**src/design/can_regs_defines.vh**
```
// constants of the can control and status register block
`ifndef CAN_REGS_DEFINES_VH
`define CAN_REGS_DEFINES_VH
// ***********************************
// register byte addresses
// ***********************************
`define A_CTRL_ONE 6'h00
`define A_CTRL_TWO 6'h04
`define A_VEC 6'h08
`define A_FIFO_CTRL 6'h0C
`define A_FIFO_STAT 6'h10
`define A_INTF 6'h14
`define A_INTE 6'h18
`define A_ERRCNT 6'h1C
`define A_TIMING_ONE 6'h20
`define A_TIMING_TWO 6'h24
// ***********************************
// control one fields
// ***********************************
`define B_IDLE_STOP 13
`define B_ABORT 12
`define F_REQ 10:8
`define F_MODE 7:5
`define B_CAPTURE 3
`define B_WINDOW 0
// ***********************************
// modes
// ***********************************
`define M_NORMAL 3'h0
`define M_DISABLE 3'h1
`define M_LOOPBACK 3'h2
`define M_LISTEN 3'h3
`define M_CONFIG 3'h4
`define M_LISTEN_ALL 3'h7
// ***********************************
// flag bit positions
// ***********************************
`define B_INVALID 7
`define B_WAKE 6
`define B_ERROR 5
`define B_FIFO_AF 3
`define B_OVERFLOW 2
`define B_RXBUF 1
`define B_TXBUF 0
`define FLAG_MASK 8'hEF
`define F_ESTATE 13:8
// ***********************************
// interrupt codes
// ***********************************
`define IC_NONE 7'h40
`define IC_ERROR 7'h41
`define IC_WAKE 7'h42
`define IC_OVERFLOW 7'h43
`define IC_FIFO_AF 7'h44
`define IC_RXBASE 7'h08
// ***********************************
// limits and counts
// ***********************************
`define IDLE_BITS 4'hB
`define DN_MAX 5'h11
`define WARN_LEVEL 8'h60
`define PASSIVE_LEVEL 8'h80
`define BUSOFF_LEVEL 8'hFF
`define ERR_STEP 8'h08
`endif

```
**src/design/can_ctrl_status.v**
```verilog
// control, status, flag and error count registers of a can controller
// Behaviour
// - loopback feeds the internal transmit stream straight into receive
// - loopback releases both bus pins to general port use
// - idle stop set halts the module while the chip idles
// - abort bit signals all buffers, self clears when all aborted
// - mode in force reported read-only at 7:5, reset configuration
// - capture enable gives a capture event per received message
// - window select picks filter window when one, buffer when zero
// - read-only filter bit count, values above 17 invalid
// - filter hit field reports accepting filter 0 to 15
// - interrupt code names pending source, none after reset
// - error state flags at bits 13 down to 8
// - hardware sets flags, software only clears by writing zero
// - flags for invalid, wake, error, almost full, overflow, rx, tx
// - error flag raised by any error state condition
// - enable register per flag, reset zero, upper byte reads zero
// - tx counter in 15:8, rx counter in 7:0, reset zero
// - time quantum is 2 times (prescaler plus one) clocks
// - mode changes only after eleven recessive bits of idle bus; out of configuration or disable the code switches at once
// - configuration: no traffic, counters cleared, flags kept
// - listen only: passive, no ack, counters frozen
// - listen all: errors ignored, every message accepted
//
// Our own choices: the placing of the registers and the APB interface to the registers.
`timescale 1ns/100ps
`include "can_regs_defines.vh"
module can_ctrl_status (
	input wire pclk,
	input wire presetn,
	input wire psel,
	input wire penable,
	input wire pwrite,
	input wire [5:0] paddr,
	input wire [31:0] pwdata,
	output reg [31:0] prdata,
	output reg pready,
	output reg pslverr,
	input wire tx_stream,
	input wire bit_strobe,
	input wire rx_pin_in,
	output reg tx_pin_out,
	output reg tx_pin_oe,
	output reg pins_owned,
	output reg rx_stream,
	input wire chip_idle,
	output reg module_run,
	output reg abort_all_transmits,
	input wire all_tx_aborted,
	output reg capture_event,
	output reg window_select,
	input wire [4:0] dn_count_in,
	output reg [4:0] data_byte_filter_count,
	output reg ack_enable,
	output reg accept_all,
	output reg [2:0] mode_in_force,
	input wire ev_invalid,
	input wire ev_wake,
	input wire ev_fifo_af,
	input wire ev_overflow,
	input wire ev_rx,
	input wire [3:0] rx_filter,
	input wire [3:0] rx_buffer,
	input wire ev_tx,
	input wire [2:0] tx_buffer,
	input wire [5:0] fifo_wr_in,
	input wire [5:0] fifo_rd_in,
	input wire tx_err_up,
	input wire tx_err_down,
	input wire rx_err_up,
	input wire rx_err_down,
	output reg irq,
	output reg tq_tick
);
	// ***********************************
	// register state
	// ***********************************
	reg idle_stop_reg;
	reg [2:0] req_reg;
	reg capture_en_reg;
	reg [4:0] hit_reg;
	reg [6:0] code_reg;
	reg [6:0] code_next;
	reg [7:0] fifo_ctrl_reg;
	reg [5:0] fifo_wr_reg;
	reg [5:0] fifo_rd_reg;
	reg [7:0] flag_reg;
	reg [7:0] flag_next;
	reg [7:0] enable_reg;
	reg [7:0] terr_reg;
	reg [7:0] rerr_reg;
	reg [7:0] timing_one_reg;
	reg [14:0] timing_two_reg;
	reg [3:0] rx_buf_reg;
	reg [2:0] tx_buf_reg;
	reg [3:0] idle_cnt_reg;
	reg [6:0] tq_cnt_reg;
	reg [5:0] estate_reg;
	reg [31:0] rd_next;
	reg rd_err;
	wire bus_idle;
	wire wr;
	wire counting;
	wire in_config;
	wire [5:0] estate;
	wire [7:0] flag_set;
	wire [7:0] flag_keep;
	wire [6:0] tq_end;

	// ***********************************
	// apb slave: answer one cycle after setup
	// ***********************************
	assign wr = psel & penable & pready & pwrite;
	assign in_config = (mode_in_force == `M_CONFIG);

	always @*
	begin
		rd_next = 32'h0;
		rd_err = 1'b0;
		case (paddr)
			`A_CTRL_ONE:
			begin
				rd_next[`B_IDLE_STOP] = idle_stop_reg;
				rd_next[`B_ABORT] = abort_all_transmits;
				rd_next[`F_REQ] = req_reg;
				rd_next[`F_MODE] = mode_in_force;
				rd_next[`B_CAPTURE] = capture_en_reg;
				rd_next[`B_WINDOW] = window_select;
			end
			`A_CTRL_TWO: rd_next[4:0] = data_byte_filter_count;
			`A_VEC: rd_next[15:0] = {3'h0, hit_reg, 1'b0, code_reg};
			`A_FIFO_CTRL: rd_next[15:0] = {fifo_ctrl_reg[7:5], 8'h0,
				fifo_ctrl_reg[4:0]};
			`A_FIFO_STAT: rd_next[13:0] = {fifo_wr_reg, 2'h0,
				fifo_rd_reg};
			`A_INTF: rd_next[13:0] = {estate_reg, flag_reg};
			`A_INTE: rd_next[7:0] = enable_reg;
			`A_ERRCNT: rd_next[15:0] = {terr_reg, rerr_reg};
			`A_TIMING_ONE: rd_next[7:0] = timing_one_reg;
			`A_TIMING_TWO: rd_next[14:0] = timing_two_reg;
			default: rd_err = 1'b1;
		endcase
	end

	always @(posedge pclk or negedge presetn)
	begin
		if (!presetn)
		begin
			pready <= 1'b0;
			prdata <= 32'h0;
			pslverr <= 1'b0;
		end
		else
		begin
			pready <= psel & ~penable & ~pready;
			prdata <= (psel & ~penable & ~pwrite & ~rd_err) ?
				rd_next : 32'h0;
			pslverr <= psel & ~penable & rd_err;
		end
	end

	// ***********************************
	// control register and mode
	// ***********************************
	// idle detect: eleven recessive bits seen on the receive stream
	assign bus_idle = (idle_cnt_reg == `IDLE_BITS);

	always @(posedge pclk or negedge presetn)
	begin
		if (!presetn)
		begin
			idle_stop_reg <= 1'b0;
			abort_all_transmits <= 1'b0;
			req_reg <= `M_CONFIG;
			mode_in_force <= `M_CONFIG;
			capture_en_reg <= 1'b0;
			window_select <= 1'b0;
			idle_cnt_reg <= 4'h0;
		end
		else
		begin
			if (bit_strobe)
			begin
				if (!rx_stream)
					idle_cnt_reg <= 4'h0;
				else if (!bus_idle)
					idle_cnt_reg <= idle_cnt_reg + 4'h1;
			end
			// an off-line module may switch at once, nothing to disturb
			if (req_reg != mode_in_force &&
				(bus_idle || in_config || mode_in_force == `M_DISABLE))
				mode_in_force <= req_reg;
			if (wr && paddr == `A_CTRL_ONE)
			begin
				idle_stop_reg <= pwdata[`B_IDLE_STOP];
				req_reg <= pwdata[`F_REQ];
				capture_en_reg <= pwdata[`B_CAPTURE];
				window_select <= pwdata[`B_WINDOW];
			end
			// a fresh write of one beats the self clear
			if (wr && paddr == `A_CTRL_ONE && pwdata[`B_ABORT])
				abort_all_transmits <= 1'b1;
			else if (all_tx_aborted)
				abort_all_transmits <= 1'b0;
		end
	end

	// ***********************************
	// pins, loopback and mode effects
	// ***********************************
	always @(posedge pclk or negedge presetn)
	begin
		if (!presetn)
		begin
			tx_pin_out <= 1'b1;
			tx_pin_oe <= 1'b0;
			pins_owned <= 1'b0;
			rx_stream <= 1'b1;
			module_run <= 1'b1;
			ack_enable <= 1'b0;
			accept_all <= 1'b0;
			capture_event <= 1'b0;
			data_byte_filter_count <= 5'h0;
		end
		else
		begin
			module_run <= ~(idle_stop_reg & chip_idle);
			case (mode_in_force)
				`M_LOOPBACK: rx_stream <= tx_stream;
				`M_NORMAL, `M_LISTEN, `M_LISTEN_ALL:
					rx_stream <= rx_pin_in;
				default: rx_stream <= 1'b1;
			endcase
			pins_owned <= (mode_in_force == `M_NORMAL) |
				(mode_in_force == `M_LISTEN) |
				(mode_in_force == `M_LISTEN_ALL);
			// only normal mode may drive the bus; listen modes stay passive
			tx_pin_oe <= (mode_in_force == `M_NORMAL);
			tx_pin_out <= (mode_in_force == `M_NORMAL) ? tx_stream : 1'b1;
			ack_enable <= (mode_in_force == `M_NORMAL) |
				(mode_in_force == `M_LOOPBACK);
			accept_all <= (mode_in_force == `M_LISTEN_ALL);
			capture_event <= ev_rx & capture_en_reg;
			// invalid selections compare no data rather than overrun
			data_byte_filter_count <= (dn_count_in > `DN_MAX) ?
				5'h0 : dn_count_in;
		end
	end

	// ***********************************
	// error counters and error state
	// ***********************************
	assign counting = (mode_in_force == `M_NORMAL) |
		(mode_in_force == `M_LOOPBACK);
	assign estate[5] = (terr_reg == `BUSOFF_LEVEL);
	assign estate[4] = (terr_reg >= `PASSIVE_LEVEL);
	assign estate[3] = (rerr_reg >= `PASSIVE_LEVEL);
	assign estate[2] = (terr_reg >= `WARN_LEVEL);
	assign estate[1] = (rerr_reg >= `WARN_LEVEL);
	assign estate[0] = estate[2] | estate[1];

	always @(posedge pclk or negedge presetn)
	begin
		if (!presetn)
		begin
			terr_reg <= 8'h0;
			rerr_reg <= 8'h0;
			estate_reg <= 6'h0;
		end
		else
		begin
			estate_reg <= estate;
			if (in_config)
			begin
				terr_reg <= 8'h0;
				rerr_reg <= 8'h0;
			end
			else if (counting)
			begin
				// saturate so a long error burst never wraps to zero
				if (tx_err_up)
					terr_reg <= (terr_reg > `BUSOFF_LEVEL - `ERR_STEP) ?
						`BUSOFF_LEVEL : terr_reg + `ERR_STEP;
				else if (tx_err_down && terr_reg != 8'h0)
					terr_reg <= terr_reg - 8'h1;
				if (rx_err_up && rerr_reg != `BUSOFF_LEVEL)
					rerr_reg <= rerr_reg + 8'h1;
				else if (rx_err_down && rerr_reg != 8'h0)
					rerr_reg <= rerr_reg - 8'h1;
			end
		end
	end

	// ***********************************
	// interrupt flags, enables and code
	// ***********************************
	assign flag_set[`B_INVALID] = ev_invalid;
	assign flag_set[`B_WAKE] = ev_wake;
	assign flag_set[`B_ERROR] = |(estate & ~estate_reg);
	assign flag_set[4] = 1'b0;
	assign flag_set[`B_FIFO_AF] = ev_fifo_af;
	assign flag_set[`B_OVERFLOW] = ev_overflow;
	assign flag_set[`B_RXBUF] = ev_rx;
	assign flag_set[`B_TXBUF] = ev_tx;
	assign flag_keep = (wr && paddr == `A_INTF) ?
		(flag_reg & pwdata[7:0]) : flag_reg;

	always @*
	begin
		// set beats a clear landing in the same cycle
		flag_next = (flag_keep | flag_set) & `FLAG_MASK;
		if (flag_reg[`B_ERROR])
			code_next = `IC_ERROR;
		else if (flag_reg[`B_WAKE])
			code_next = `IC_WAKE;
		else if (flag_reg[`B_OVERFLOW])
			code_next = `IC_OVERFLOW;
		else if (flag_reg[`B_FIFO_AF])
			code_next = `IC_FIFO_AF;
		else if (flag_reg[`B_RXBUF])
			code_next = `IC_RXBASE | {3'h0, rx_buf_reg};
		else if (flag_reg[`B_TXBUF])
			code_next = {4'h0, tx_buf_reg};
		else
			code_next = `IC_NONE;
	end

	always @(posedge pclk or negedge presetn)
	begin
		if (!presetn)
		begin
			flag_reg <= 8'h0;
			enable_reg <= 8'h0;
			code_reg <= `IC_NONE;
			hit_reg <= 5'h0;
			rx_buf_reg <= 4'h0;
			tx_buf_reg <= 3'h0;
			fifo_wr_reg <= 6'h0;
			fifo_rd_reg <= 6'h0;
			irq <= 1'b0;
		end
		else
		begin
			flag_reg <= flag_next;
			code_reg <= code_next;
			irq <= |(flag_reg & enable_reg);
			fifo_wr_reg <= fifo_wr_in;
			fifo_rd_reg <= fifo_rd_in;
			if (wr && paddr == `A_INTE)
				enable_reg <= pwdata[7:0] & `FLAG_MASK;
			if (ev_rx)
			begin
				hit_reg <= {1'b0, rx_filter};
				rx_buf_reg <= rx_buffer;
			end
			if (ev_tx)
				tx_buf_reg <= tx_buffer;
		end
	end

	// ***********************************
	// configuration registers and quantum divider
	// ***********************************
	// tick every 2*(prescaler+1) clocks
	assign tq_end = {timing_one_reg[5:0], 1'b1};

	always @(posedge pclk or negedge presetn)
	begin
		if (!presetn)
		begin
			fifo_ctrl_reg <= 8'h0;
			timing_one_reg <= 8'h0;
			timing_two_reg <= 15'h0;
			tq_cnt_reg <= 7'h0;
			tq_tick <= 1'b0;
		end
		else
		begin
			// timing and fifo setup lock while on-line
			if (wr && in_config && paddr == `A_FIFO_CTRL)
				fifo_ctrl_reg <= {pwdata[15:13], pwdata[4:0]};
			if (wr && in_config && paddr == `A_TIMING_ONE)
				timing_one_reg <= pwdata[7:0];
			if (wr && in_config && paddr == `A_TIMING_TWO)
				timing_two_reg <= pwdata[14:0] & 15'h47FF;
			if (tq_cnt_reg >= tq_end)
			begin
				tq_cnt_reg <= 7'h0;
				tq_tick <= module_run;
			end
			else
			begin
				tq_cnt_reg <= tq_cnt_reg + 7'h1;
				tq_tick <= 1'b0;
			end
		end
	end
endmodule

```
**config.mk**
```make
export PLATFORM = sky130hd
export DESIGN_NAME = can_ctrl_status
export DESIGN_NICKNAME = d
export VERILOG_FILES = /design/src/design/can_ctrl_status.v
export VERILOG_INCLUDE_DIRS = /design/src /design/src/design
export SDC_FILE = /design/constraint.sdc
export NUM_CORES = 1
export LEC_CHECK = 0
export BUFFER_PORTS_ARGS = -buffer_cell sky130_fd_sc_hd__buf_2
export CORE_MARGIN = 10
export CORE_UTILIZATION = 45
export DETAILED_ROUTE_END_ITERATION = 10
export GPL_TIMING_DRIVEN = 1
export PLACE_DENSITY = 0.71
export SYNTH_ARGS = -nofsm -noshare
export SYNTH_HDL_FRONTEND = slang
export SYNTH_SLANG_ARGS = --single-unit
export TNS_END_PERCENT = 20
```
**constraint.sdc**
```tcl
create_clock -name pclk -period 8.1 [get_ports pclk]
set_input_delay 1.62 -clock pclk [delete_from_list [all_inputs] [get_ports pclk]]
set_output_delay 1.62 -clock pclk [all_outputs]
set_load 0.01 [all_outputs]
```
==> results_tabular.tex, run 1 <==
\begin{tabular}{lr}
\hline
Metric & Value \\
\hline
\multicolumn{2}{l}{\textbf{Placed design}} \\
Cell count after placement & around 880 \\
Number of buffers inserted by port buffering & 105 \\
Placed wire-length estimate after detailed placement & 13800 um \\
Setup WS pre-CTS & 4.05 ns \\
GP Congestion & 0.905 \\
\multicolumn{2}{l}{\textbf{Die}} \\
Initial Util & 45.9\% \\
Total I/O pin count & 140 \\
Row cnt & 45 \\
Die height & roughly 140 um \\
Die width & 144 um \\
Die Area & 20800 sq um \\
Area of the core region & 15100 sq um \\
\multicolumn{2}{l}{\textbf{Critical path}} \\
CP Data Arrival Time & just under 4 ns \\
Type of element capturing the critical path & flop \\
Number of cells on the worst reg-to-reg path & 8 \\
Flop2flop setup slack & between 4 and 5 ns \\
Startpoint-to-endpoint class of the critical path & input port to flop \\
CP Max Fanout & 10 \\
Required time of the critical path & 8.39 ns \\
Worst setup SP type & input port \\
\multicolumn{2}{l}{\textbf{GRT}} \\
Global-route wire length before repair & 29700 um \\
Vias in the first global route & 5536 \\
Total track usage & between 10\% and 20\% \\
Pin count of the biggest net entering global routing & between 90 and 100 \\
Total congestion overflow & 0 \\
Initial antenna violation count & 3 \\
\multicolumn{2}{l}{\textbf{Routing}} \\
DRC violation count after routing & 0 \\
Post-detailed-route wirelength per cell & between 20 and 25 um \\
Post-DRT Antenna Nets & 0 \\
Via/cell ratio & 5.78 \\
Detailed-routing iteration count for the pre-antenna-repair pass & 8 \\
Detailed Route Iter0 Violations & 479 \\
Total Wirelength & 18700 um \\
Vias after detailed routing & 5290 \\
\multicolumn{2}{l}{\textbf{Hold path}} \\
WHS Path Cells & 1 \\
Worst hold-check path type & flop to flop \\
\multicolumn{2}{l}{\textbf{Timing}} \\
Hold violation count in the final report & 0 \\
Min setup slack post-route & 4.49 ns \\
Fmax & 0.277 GHz \\
Time the worst path needs with I/O delays and setup & 3.61 ns \\
Final Cycle Share & between 40\% and 50\% \\
Remaining max-slew budget at the tightest pin & 27.1\% \\
Setup violations, final & 0 \\
Summed negative setup slack over all endpoints & 0 ns \\
Tightest Pin Transition & 1.09 ns \\
Setup clock skew after layout & between 0.008 and 0.009 ns \\
Slew Viols, Final & 0 \\
Unrepaired setup endpoints after global routing & false \\
\multicolumn{2}{l}{\textbf{Layout}} \\
Number of flip-flops under the largest register name & 16 \\
FILL cells & 1313 \\
Number of nets in the layout & 820 \\
Layout overhead on the synthesized area & 15.8\% \\
Filler-free cell count of the finished design & about 900 \\
Layout cells sized above 1 & between 20\% and 30\% \\
\multicolumn{2}{l}{\textbf{Power}} \\
Leakage power summed over all cells & 3.77 nW \\
Pwr Density & 247 nW/um\^{}2 \\
Maximum vdd drop & 0.178 mV \\
\multicolumn{2}{l}{\textbf{Run}} \\
Number of violations of the max-capacitance limit & 0 \\
\multicolumn{2}{l}{\textbf{CTS}} \\
Reg clk slew, reported paths & 0.06 ns \\
\# hold bufs at CTS & 0 \\
Maximum count of clock buffers along a single path & 2 \\
Clk Tree Root Cell & sky130\_fd\_sc\_hd\_\_clkbuf\_16 \\
Skew-Pair Late Insertion Delay & around 0.42 ns \\
Clock tree from TritonCTS & yes \\
Number of setup buffers added after CTS & 0 \\
Gates resized, CTS repair & 0 \\
TritonCTS sink count & 145 \\
Number of buffers created by CTS & 17 \\
Number of H-tree levels & 4 \\
\multicolumn{2}{l}{\textbf{Synth}} \\
Post-synth design cell area & 6950 sq um \\
Number of synthesized register bits & 145 \\
Warnings from Yosys & 0 \\
Sequential cell area fraction in the yosys report & 52.3\% \\
Number of enable-type register cells in the synthesized netlist & 0 \\
Average size of a mapped cell & 11.3 sq um \\
Most instantiated flip-flop cell in the synthesis netlist & sky130\_fd\_sc\_hd\_\_dfrtp\_1 \\
Synth Instances & 616 \\
Async set-reset flop share out of synthesis & 100\% \\
Distinct cell type count of the synthesized netlist & 74 \\
\multicolumn{2}{l}{\textbf{Run status}} \\
Result of the run & completed \\
\hline
\end{tabular}
## per-stage QoR
stage	hold slack (ns)	util (%)	total power (W)	area, sq um
finish	0.445	53.2	0.00199	8050
floorplan	0.386	-	0.00119	7010
global placement	0.426	49.7	0.00129	7520
global route	0.462	53.1	0.00210	8050
CTS	0.452	53.1	0.00200	8050
detailed placement	0.444	49.7	0.00130	7520
## placed cells by master, fill, tap and decap left out, types with 3 or more instances in the layout
cell and count:
sky130_fd_sc_hd__a22oi_1 17, sky130_fd_sc_hd__clkinv_4 3, sky130_fd_sc_hd__a31oi_1 11, sky130_fd_sc_hd__and2_1 6
sky130_fd_sc_hd__xor2_1 4, sky130_fd_sc_hd__clkbuf_16 17, sky130_fd_sc_hd__a221oi_1 7, sky130_fd_sc_hd__a211oi_1 4
sky130_fd_sc_hd__and3_1 9, sky130_fd_sc_hd__or4_1 3, sky130_fd_sc_hd__inv_1 28, sky130_fd_sc_hd__a22o_1 5
sky130_fd_sc_hd__a222oi_1 15, sky130_fd_sc_hd__or3_1 4, sky130_fd_sc_hd__nor2_1 38, sky130_fd_sc_hd__a21oi_1 22
sky130_fd_sc_hd__nand2b_1 10, sky130_fd_sc_hd__o21ai_0 25, sky130_fd_sc_hd__nand3_1 17, sky130_fd_sc_hd__ha_1 20
sky130_fd_sc_hd__clkinvlp_4 7, sky130_fd_sc_hd__nor3_1 8, sky130_fd_sc_hd__o22ai_1 4, sky130_fd_sc_hd__nand2_1 33
sky130_fd_sc_hd__conb_1 16, sky130_fd_sc_hd__mux2i_1 6, sky130_fd_sc_hd__buf_4 4, sky130_fd_sc_hd__o21ai_1 3
sky130_fd_sc_hd__dfrtp_1 139, sky130_fd_sc_hd__xnor2_1 8, sky130_fd_sc_hd__mux2_2 53, sky130_fd_sc_hd__o31ai_1 3
sky130_fd_sc_hd__a21o_1 5, sky130_fd_sc_hd__nor2b_1 9, sky130_fd_sc_hd__dfstp_2 6, sky130_fd_sc_hd__buf_2 104
## final cells by class
type	instances	area (sq um)	share of cell area, %
repair buffers	109	562	6.98
multi-input cells	411	2980	37.0
clock inverters	12	88.8	1.10
diodes	2	5.00	0.0622
well taps	188	235	2.92
flip-flops and latches	145	3640	45.2
clock buffers	19	433	5.38
inverters	29	114	1.41
## Yosys cell counts, drive strengths merged (3+ instances only)
cell,number,share of area [%]
o21ai,29,2.1
dfstp,6,2.3
nor3,10,0.79
nor2b,9,0.81
buf,28,2.8
clkbuf,18,1.3
and3,9,0.81
a21oi,22,1.6
xnor2,8,1.0
or4,4,0.49
mux2,53,8.6
a222oi,15,2.2
mux2i,6,0.86
xor2,4,0.50
inv,28,1.5
a21o,6,0.67
nand2b,10,0.90
or3,5,0.52
a22o,5,0.63
nor2,38,2.1
and2,6,0.54
nand2,34,1.9
a31oi,11,0.99
o22ai,4,0.36
o31ai,3,0.32
nand3,17,1.2
ha,20,3.6
a211oi,4,0.43
a221oi,7,0.88
nor4,3,0.36
dfrtp,139,50
a22oi,17,1.8
## kinds of logic (layout without fill, tap and decap cells)
kind of cell	Yosys count	in the layout	share of synthesized area, %
AO/OA/AOI/OAI	145	145	15.2
XOR/XNOR	12	12	1.51
adder cells (fa/ha/maj)	21	21	3.89
buffers and inverters	75	169	5.74
flip-flops	145	145	52.3
multiplexers	59	59	9.45
other	1	18	0.0540
AND/OR/NAND/NOR	158	158	11.8
## worst paths after layout
check                                  from                  end
max in group asynchronous           presetn  abort_all_transmits
min in group asynchronous           presetn          rerr_reg[6]
worst min register to register       pready               pready
worst max register to register  rerr_reg[7]          rerr_reg[7]
worst max-delay path              rx_err_up          rerr_reg[7]
worst min-delay path                 pready               pready
## power breakdown
part,leakage (nW),internal [W],total [W],switching [W]
clock network,0.233,0.000389,0.000693,0.000304
logic,1.71,0.000173,0.000387,0.000214
registers,1.83,0.000797,0.000910,0.000114
## critical path, stage by stage
cell,delay [ns]
sky130_fd_sc_hd__buf_2,0.10
sky130_fd_sc_hd__o21ai_1,0.37
sky130_fd_sc_hd__ha_1,0.37
sky130_fd_sc_hd__a211oi_1,0.31
sky130_fd_sc_hd__o21ai_0,0.23
sky130_fd_sc_hd__o31ai_1,0.30
sky130_fd_sc_hd__a211oi_1,0.11
sky130_fd_sc_hd__or3b_2,0.48
## per-layer routing
metal	GRT usage, %	share of wire (%)	vias up
li1	-	-	2412
met1	22.9	42	2649
met2	30.3	48	204
met3	5.54	8.1	23
met4	5.90	1.6	2
met5	0	0.064	-
No activity file was read; power rests on OpenSTA's default activity.
==> run 2: changes to the inputs <==
==> constraint.sdc (replaced) <==
create_clock -name pclk -period 3.6 [get_ports pclk]
set_input_delay 0.72 -clock pclk [delete_from_list [all_inputs] [get_ports pclk]]
set_output_delay 0.72 -clock pclk [all_outputs]
set_load 0.01 [all_outputs]
==> results_tabular.tex, run 2 (same netlist as run 1, synthesis figures left out) <==
\begin{tabular}{lr}
\hline
Metric & Value \\
\hline
\multicolumn{2}{l}{\textbf{Routing}} \\
Post-detailed-route wirelength per cell & 20.7 um (+1.2\%) \\
Via/cell ratio & 5.83 (+0.80\%) \\
Vias after detailed routing & 5344 (+1.0\%) \\
Detailed-routing iteration count for the pre-antenna-repair pass & 5 (-3) \\
DRC violation count after routing & 0 (unchanged) \\
Met1 layer wirelength in the final routing & 7760 um (-1.3\%) \\
Top Metal Used & met5 \\
Met3 routed wirelength & 1620 um (+6.7\%) \\
Post-DRT Antenna Nets & 0 (unchanged) \\
Detailed Route Iter0 Violations & 471 (-1.7\%) \\
Total length of routed met2 wires & 9170 um (+1.4\%) \\
Total Wirelength & 19000 um (+1.4\%) \\
\multicolumn{2}{l}{\textbf{Timing}} \\
Fmax & 0.319 GHz \\
Setup clock skew after layout & 0.0122 ns (+0.00345 ns) \\
Hold violation count in the final report & 0 (unchanged) \\
Time the worst path needs with I/O delays and setup & 3.13 ns \\
Tightest Pin Transition & 0.934 ns (-0.160 ns) \\
Slew Viols, Final & 0 (unchanged) \\
Remaining max-slew budget at the tightest pin & 37.8\% (+11 points) \\
Setup violations, final & 0 (unchanged) \\
Unrepaired setup endpoints after global routing & false \\
Summed negative setup slack over all endpoints & 0 ns (unchanged) \\
Final Cycle Share & 87.0\% \\
\multicolumn{2}{l}{\textbf{Critical path}} \\
Critical path buffer and inverter count & 0 (-1) \\
Type of element capturing the critical path & flop \\
Startpoint-to-endpoint class of the critical path & flop to flop \\
Required time of the critical path & 3.89 ns (-4.50 ns) \\
Crit path max-delay cell type & sky130\_fd\_sc\_hd\_\_o21ai\_1 \\
Reg-to-Reg Start & rerr\_reg[7] \\
Crit path max-delay family & compound AO/OA/AOI/OAI gates \\
Worst setup SP type & flop \\
CP Data Arrival Time & 3.42 ns (-0.49 ns) \\
Worst stage delay on the critical path & 0.56 ns (+0.08 ns) \\
CP Max Fanout & 10 (unchanged) \\
Beginning of the critical path & rerr\_reg[7] \\
Cell-by-cell listing of the critical path & nand4\_1, o21ai\_1, ha\_1, a211oi\_1, o21ai\_0, o31ai\_1, a211oi\_1, or3b\_2 \\
CP most frequent cell & sky130\_fd\_sc\_hd\_\_a211oi\_1 \\
\multicolumn{2}{l}{\textbf{Die}} \\
Area of the core region & 15100 sq um (unchanged) \\
Total I/O pin count & 140 (unchanged) \\
Die height & 144 um (unchanged) \\
Initial Util & 45.9\% (unchanged) \\
Die width & 144 um (unchanged) \\
Row cnt & 45 (unchanged) \\
Die Area & 20800 sq um (unchanged) \\
\multicolumn{2}{l}{\textbf{Layout}} \\
Number of nets in the layout & 824 (+0.49\%) \\
Most common library cell in the layout ignoring fill and taps & sky130\_fd\_sc\_hd\_\_dfrtp\_1 \\
Number of flip-flops under the largest register name & 16 (unchanged) \\
Finished Core Util & 53.4\% (+0.29 points) \\
Layout cells sized above 1 & 29.8\% (+0.53 points) \\
Layout overhead on the synthesized area & 16.5\% \\
Leading cell types in the layout, fill and taps excluded & sky130\_fd\_sc\_hd\_\_dfrtp\_1, sky130\_fd\_sc\_hd\_\_buf\_2, sky130\_fd\_sc\_hd\_\_mux2\_2 \\
\# diodes & 0 (-2) \\
\multicolumn{2}{l}{\textbf{CTS}} \\
Maximum count of clock buffers along a single path & 2 (unchanged) \\
Skew-Pair Late Insertion Delay & 0.42 ns (about the same) \\
\# hold bufs at CTS & 0 (unchanged) \\
Clock tree from TritonCTS & yes \\
Number of setup buffers added after CTS & 0 (unchanged) \\
Gates resized, CTS repair & 0 (unchanged) \\
TritonCTS sink count & 145 (unchanged) \\
Number of buffers created by CTS & 17 (unchanged) \\
Reg clk slew, reported paths & 0.06 ns (about the same) \\
Number of H-tree levels & 4 (unchanged) \\
Clk Tree Root Cell & sky130\_fd\_sc\_hd\_\_clkbuf\_16 \\
\multicolumn{2}{l}{\textbf{Placed design}} \\
Placed wire-length estimate after detailed placement & 14100 um (+2.2\%) \\
GP Congestion & 0.908 (+0.30\%) \\
Number of buffers inserted by port buffering & 105 (unchanged) \\
\multicolumn{2}{l}{\textbf{Power}} \\
Pwr Density & 561 nW/um\^{}2 (+130\%) \\
Maximum vdd drop & 0.359 mV (+100\%) \\
Leakage power summed over all cells & 3.83 nW (+1.6\%) \\
\multicolumn{2}{l}{\textbf{GRT}} \\
Initial antenna violation count & 1 (-2) \\
Total track usage & 18.7\% (+0.25 points) \\
Total congestion overflow & 0 (unchanged) \\
Vias in the first global route & 5614 (+1.4\%) \\
Global-route wire length before repair & 30100 um (+1.3\%) \\
Pin count of the biggest net entering global routing & 69 (-24\%) \\
\multicolumn{2}{l}{\textbf{Hold path}} \\
Worst hold-check path type & input port to asynchronous set/reset pin \\
\multicolumn{2}{l}{\textbf{Run status}} \\
Result of the run & completed \\
\multicolumn{2}{l}{\textbf{Run}} \\
Number of violations of the max-capacitance limit & 0 (unchanged) \\
\hline
\end{tabular}
run 2: power by group:
part	switching (W)	total, W	internal (W)
Sequential	0.000248	0.00204	0.00179
Combinational	0.000481	0.000872	0.000391
Clock	0.000732	0.00163	0.000901
Total	0.00146	0.00454	0.00308
run 2: layout make-up:
| type | count | area, sq um |
|---|---|---|
| clock buffers | 17 | 425 |
| clock inverters | 14 | 120 |
| well taps | 188 | 235 |
| fillers | 1332 | 7050 |
| multi-input cells | 411 | 2970 |
| repair buffers | 113 | 592 |
| flip-flops and latches | 145 | 3640 |
| inverters | 29 | 114 |
run 2: path summary, 6_finish.rpt:
| path | end | slack (ns) | cells after the start |
|---|---|---|---|
| max in group asynchronous | module_run | 2.48 | 2 |
| setup reg to reg | rerr_reg[7] | 0.47 | 8 |
| setup / recovery | rerr_reg[7] | 0.47 | 8 |
| hold reg to reg | module_run | 0.45 | 1 |
| hold / removal | fifo_wr_reg[3] | 0.29 | 1 |
| min in group pclk | fifo_rd_reg[0] | 0.40 | 1 |
run 2: per-layer routing:
metal  global-route usage (%)  up-vias
met5                        0        -
met4                     7.45        2
met3                     5.71       34
met2                     30.1      249
met1                     23.0     2635
li1                         -     2424
run 2: through the flow:
step	hold WS (ns)	setup slack, ns	instances	total power (W)	area [sq um]
2_1_floorplan	0.386	0.813	631	0.00268	7010
3_3_place_gp	0.426	0.568	886	0.00289	7550
3_5_place_dp	0.446	0.491	886	0.00293	7550
4_1_cts	0.313	0.504	917	0.00457	8090
5_1_grt	0.327	0.234	917	0.00479	8090
6_report	0.293	0.467	917	0.00454	8090
==> run 3: changes to the inputs <==
--- a/config.mk
+++ b/config.mk
@@ -6,6 +6,7 @@
 export SDC_FILE = /design/constraint.sdc
 export NUM_CORES = 1
 export LEC_CHECK = 0
+export ABC_AREA = 1
 export BUFFER_PORTS_ARGS = -buffer_cell sky130_fd_sc_hd__buf_2
 export CORE_MARGIN = 10
 export CORE_UTILIZATION = 45
==> results_tabular.tex, run 3 <==
\begin{tabular}{lr}
\hline
Metric & Value \\
\hline
\multicolumn{2}{l}{\textbf{Run status}} \\
Result of the run & completed \\
\multicolumn{2}{l}{\textbf{Hold path}} \\
Worst hold-check path type & input port to asynchronous set/reset pin \\
\multicolumn{2}{l}{\textbf{Timing}} \\
Setup clock skew after layout & 0.00505 ns (-0.00717 ns) \\
Time the worst path needs with I/O delays and setup & 2.25 ns (-0.883 ns) \\
Final Cycle Share & 62.5\% (-25 points) \\
Worst hold margin & 0.340 ns (+0.0472 ns) \\
Summed negative setup slack over all endpoints & 0 ns (unchanged) \\
Tightest Pin Transition & 0.788 ns (-0.146 ns) \\
Slew Viols, Final & 0 (unchanged) \\
Unrepaired setup endpoints after global routing & false \\
Setup violations, final & 0 (unchanged) \\
Remaining max-slew budget at the tightest pin & 47.5\% (+9.7 points) \\
Hold violation count in the final report & 0 (unchanged) \\
Fmax & 0.444 GHz (+39\%) \\
\multicolumn{2}{l}{\textbf{Synth}} \\
Warnings from Yosys & 0 (unchanged) \\
Synth Instances & 896 (+45\%) \\
Cell with the most instances after synthesis & sky130\_fd\_sc\_hd\_\_nand2\_1 \\
Distinct cell type count of the synthesized netlist & 43 (-42\%) \\
Average size of a mapped cell & 8.10 sq um (-28\%) \\
Biggest area contributors in the synthesized netlist & sky130\_fd\_sc\_hd\_\_dfrtp\_1, sky130\_fd\_sc\_hd\_\_nand2\_1, sky130\_fd\_sc\_hd\_\_inv\_1 \\
Most area-hungry cell type in the Yosys netlist & sky130\_fd\_sc\_hd\_\_dfrtp\_1 \\
Number of synthesized register bits & 145 (unchanged) \\
Async set-reset flop share out of synthesis & 100\% (unchanged) \\
Number of enable-type register cells in the synthesized netlist & 0 (unchanged) \\
Top post-synthesis cells by count & sky130\_fd\_sc\_hd\_\_nand2\_1, sky130\_fd\_sc\_hd\_\_dfrtp\_1, sky130\_fd\_sc\_hd\_\_inv\_1 \\
Yosys top cell area share & 47.9\% (-2.1 points) \\
Most instantiated flip-flop cell in the synthesis netlist & sky130\_fd\_sc\_hd\_\_dfrtp\_1 \\
Sequential cell area fraction in the yosys report & 50.1\% (-2.2 points) \\
Post-synth design cell area & 7260 sq um (+4.4\%) \\
\multicolumn{2}{l}{\textbf{Layout}} \\
Filler-free cell count of the finished design & 1236 (+35\%) \\
FILL cells & 1472 (+11\%) \\
Number of flip-flops under the largest register name & 16 (unchanged) \\
\# diodes & 0 (unchanged) \\
Layout overhead on the synthesized area & 18.9\% \\
Most common library cell in the layout ignoring fill and taps & sky130\_fd\_sc\_hd\_\_nand2\_1 \\
Layout cells sized above 1 & 17.1\% (-13 points) \\
Leading cell types in the layout, fill and taps excluded & sky130\_fd\_sc\_hd\_\_nand2\_1, sky130\_fd\_sc\_hd\_\_dfrtp\_1, sky130\_fd\_sc\_hd\_\_inv\_1 \\
Fin area & 8630 sq um (+6.6\%) \\
Number of nets in the layout & 1114 (+35\%) \\
Finished Core Util & 54.5\% (+1.1 points) \\
\multicolumn{2}{l}{\textbf{GRT}} \\
Pin count of the biggest net entering global routing & 84 (+22\%) \\
Total congestion overflow & 0 (unchanged) \\
Initial antenna violation count & 1 (unchanged) \\
Vias in the first global route & 6197 (+10\%) \\
Global-route wire length before repair & 32200 um (+6.9\%) \\
Total track usage & 18.7\% (about the same) \\
\multicolumn{2}{l}{\textbf{CTS}} \\
Clk Tree Root Cell & sky130\_fd\_sc\_hd\_\_clkbuf\_16 \\
Number of buffers created by CTS & 17 (unchanged) \\
Gates resized, CTS repair & 0 (unchanged) \\
Number of setup buffers added after CTS & 0 (unchanged) \\
Number of H-tree levels & 4 (unchanged) \\
TritonCTS sink count & 145 (unchanged) \\
Clock tree from TritonCTS & yes \\
Maximum count of clock buffers along a single path & 2 (unchanged) \\
Reg clk slew, reported paths & 0.06 ns (about the same) \\
\# hold bufs at CTS & 0 (unchanged) \\
Skew-Pair Late Insertion Delay & 0.43 ns (about the same) \\
\multicolumn{2}{l}{\textbf{Critical path}} \\
Worst setup SP type & input port \\
Beginning of the critical path & paddr[1] \\
Cell-by-cell listing of the critical path & buf\_2, nor2\_2, nand3\_1, nor2\_2, nand2\_1, o21ai\_0, nand3\_1 \\
Reg-to-Reg Start & mode\_in\_force[0] \\
Type of element capturing the critical path & flop \\
Worst stage delay on the critical path & 0.46 ns (-0.10 ns) \\
Required time of the critical path & 3.89 ns (about the same) \\
Crit path max-delay cell type & sky130\_fd\_sc\_hd\_\_nor2\_2 \\
Crit path max-delay family & simple AND/OR/NAND/NOR gates \\
CP Data Arrival Time & 2.54 ns (-0.88 ns) \\
Critical path buffer and inverter count & 1 (+1) \\
Startpoint-to-endpoint class of the critical path & input port to flop \\
CP Max Fanout & 13 (+3) \\
\multicolumn{2}{l}{\textbf{Die}} \\
Initial Util & 45.9\% (about the same) \\
Die width & 147 um (+1.9\%) \\
Row cnt & 46 (+2.2\%) \\
Die Area & 21600 sq um (+3.8\%) \\
Area of the core region & 15800 sq um (+4.5\%) \\
Total I/O pin count & 140 (unchanged) \\
Die height & 147 um (+1.9\%) \\
\multicolumn{2}{l}{\textbf{Placed design}} \\
Number of buffers inserted by port buffering & 105 (unchanged) \\
Placed wire-length estimate after detailed placement & 14900 um (+5.8\%) \\
Cell count after placement & 1204 (+36\%) \\
Cell area reported after detailed placement & 7950 sq um (+5.3\%) \\
GP Congestion & 0.912 (+0.43\%) \\
\multicolumn{2}{l}{\textbf{Routing}} \\
Detailed Route Iter0 Violations & 502 (+6.6\%) \\
Via/cell ratio & 5.05 (-13\%) \\
Post-DRT Antenna Nets & 0 (unchanged) \\
Total Wirelength & 19800 um (+4.3\%) \\
Post-detailed-route wirelength per cell & 16.0 um (-23\%) \\
Detailed-routing iteration count for the pre-antenna-repair pass & 5 (unchanged) \\
DRC violation count after routing & 0 (unchanged) \\
Vias after detailed routing & 6239 (+17\%) \\
\multicolumn{2}{l}{\textbf{Run}} \\
Number of violations of the max-capacitance limit & 0 (unchanged) \\
\multicolumn{2}{l}{\textbf{Power}} \\
Maximum vdd drop & 0.379 mV (+5.4\%) \\
Leakage power summed over all cells & 4.51 nW (+18\%) \\
Pwr Density & 556 nW/um\^{}2 (-0.90\%) \\
\hline
\end{tabular}
-- run 3: cell types whose count changed after synthesis, sizes merged, moves of 41 or more --
cell | before | now
nand2 | 34 | 257
o21ai | 29 | 81
nor2 | 38 | 94
mux2 | 53 | 2
inv | 28 | 114
nand3 | 17 | 58
-- run 3: final cells by class --
class | count | area (sq um) | share of cell area (%)
well taps | 216 | 270 | 3.13
repair buffers | 111 | 589 | 6.83
inverters | 115 | 432 | 5.00
clock buffers | 22 | 474 | 5.50
flip-flops and latches | 145 | 3640 | 42.1
clock inverters | 10 | 204 | 2.36
multi-input cells | 617 | 3020 | 35.0
-- run 3: logic make-up after synthesis --
kind of cell               Yosys count  share of synthesized area [%]
AOI/OAI and AO/OA                  123                           9.20
xor gates and xnor gates            13                           1.57
adders and majority gates           21                           3.72
buffers and inverters              149                           9.05
DFF                                145                           50.1
muxes                                3                          0.448
other                                1                         0.0517
and+or+nand+nor                    441                           25.9
-- run 3: worst paths after layout --
check | depth (start not counted) | endpoint | slack [ns]
min in group pclk | 1 | fifo_rd_reg[3] | 0.39
min reg2reg | 1 | pready | 0.45
max in group asynchronous | 2 | tx_pin_out | 2.41
max | 7 | flag_reg[5] | 1.35
max reg2reg | 5 | rerr_reg[6] | 1.43
min | 1 | data_byte_filter_count[1] | 0.34
-- run 3: metrics by stage --
step / setup WS [ns] / total power (W)
4_1_cts: 1.38 / 0.00482
6_report: 1.35 / 0.00480
3_3_place_gp: 1.01 / 0.00277
5_1_grt: 1.14 / 0.00506
2_1_floorplan: 1.61 / 0.00255
3_5_place_dp: 0.931 / 0.00280
-- run 3: metal layers --
metal	routed length, um	global-route usage [%]	vias to the layer above
met5	17	0	-
li1	-	-	3072
met4	293	5.10	2
met1	8530	24.1	2912
met3	1540	5.59	25
met2	9420	30.1	228
-- run 3: power by group --
group / switching [W] / total, W / internal, W
logic: 0.000516 / 0.000835 / 0.000319
clock network: 0.000670 / 0.00202 / 0.00135
registers: 0.000175 / 0.00194 / 0.00177
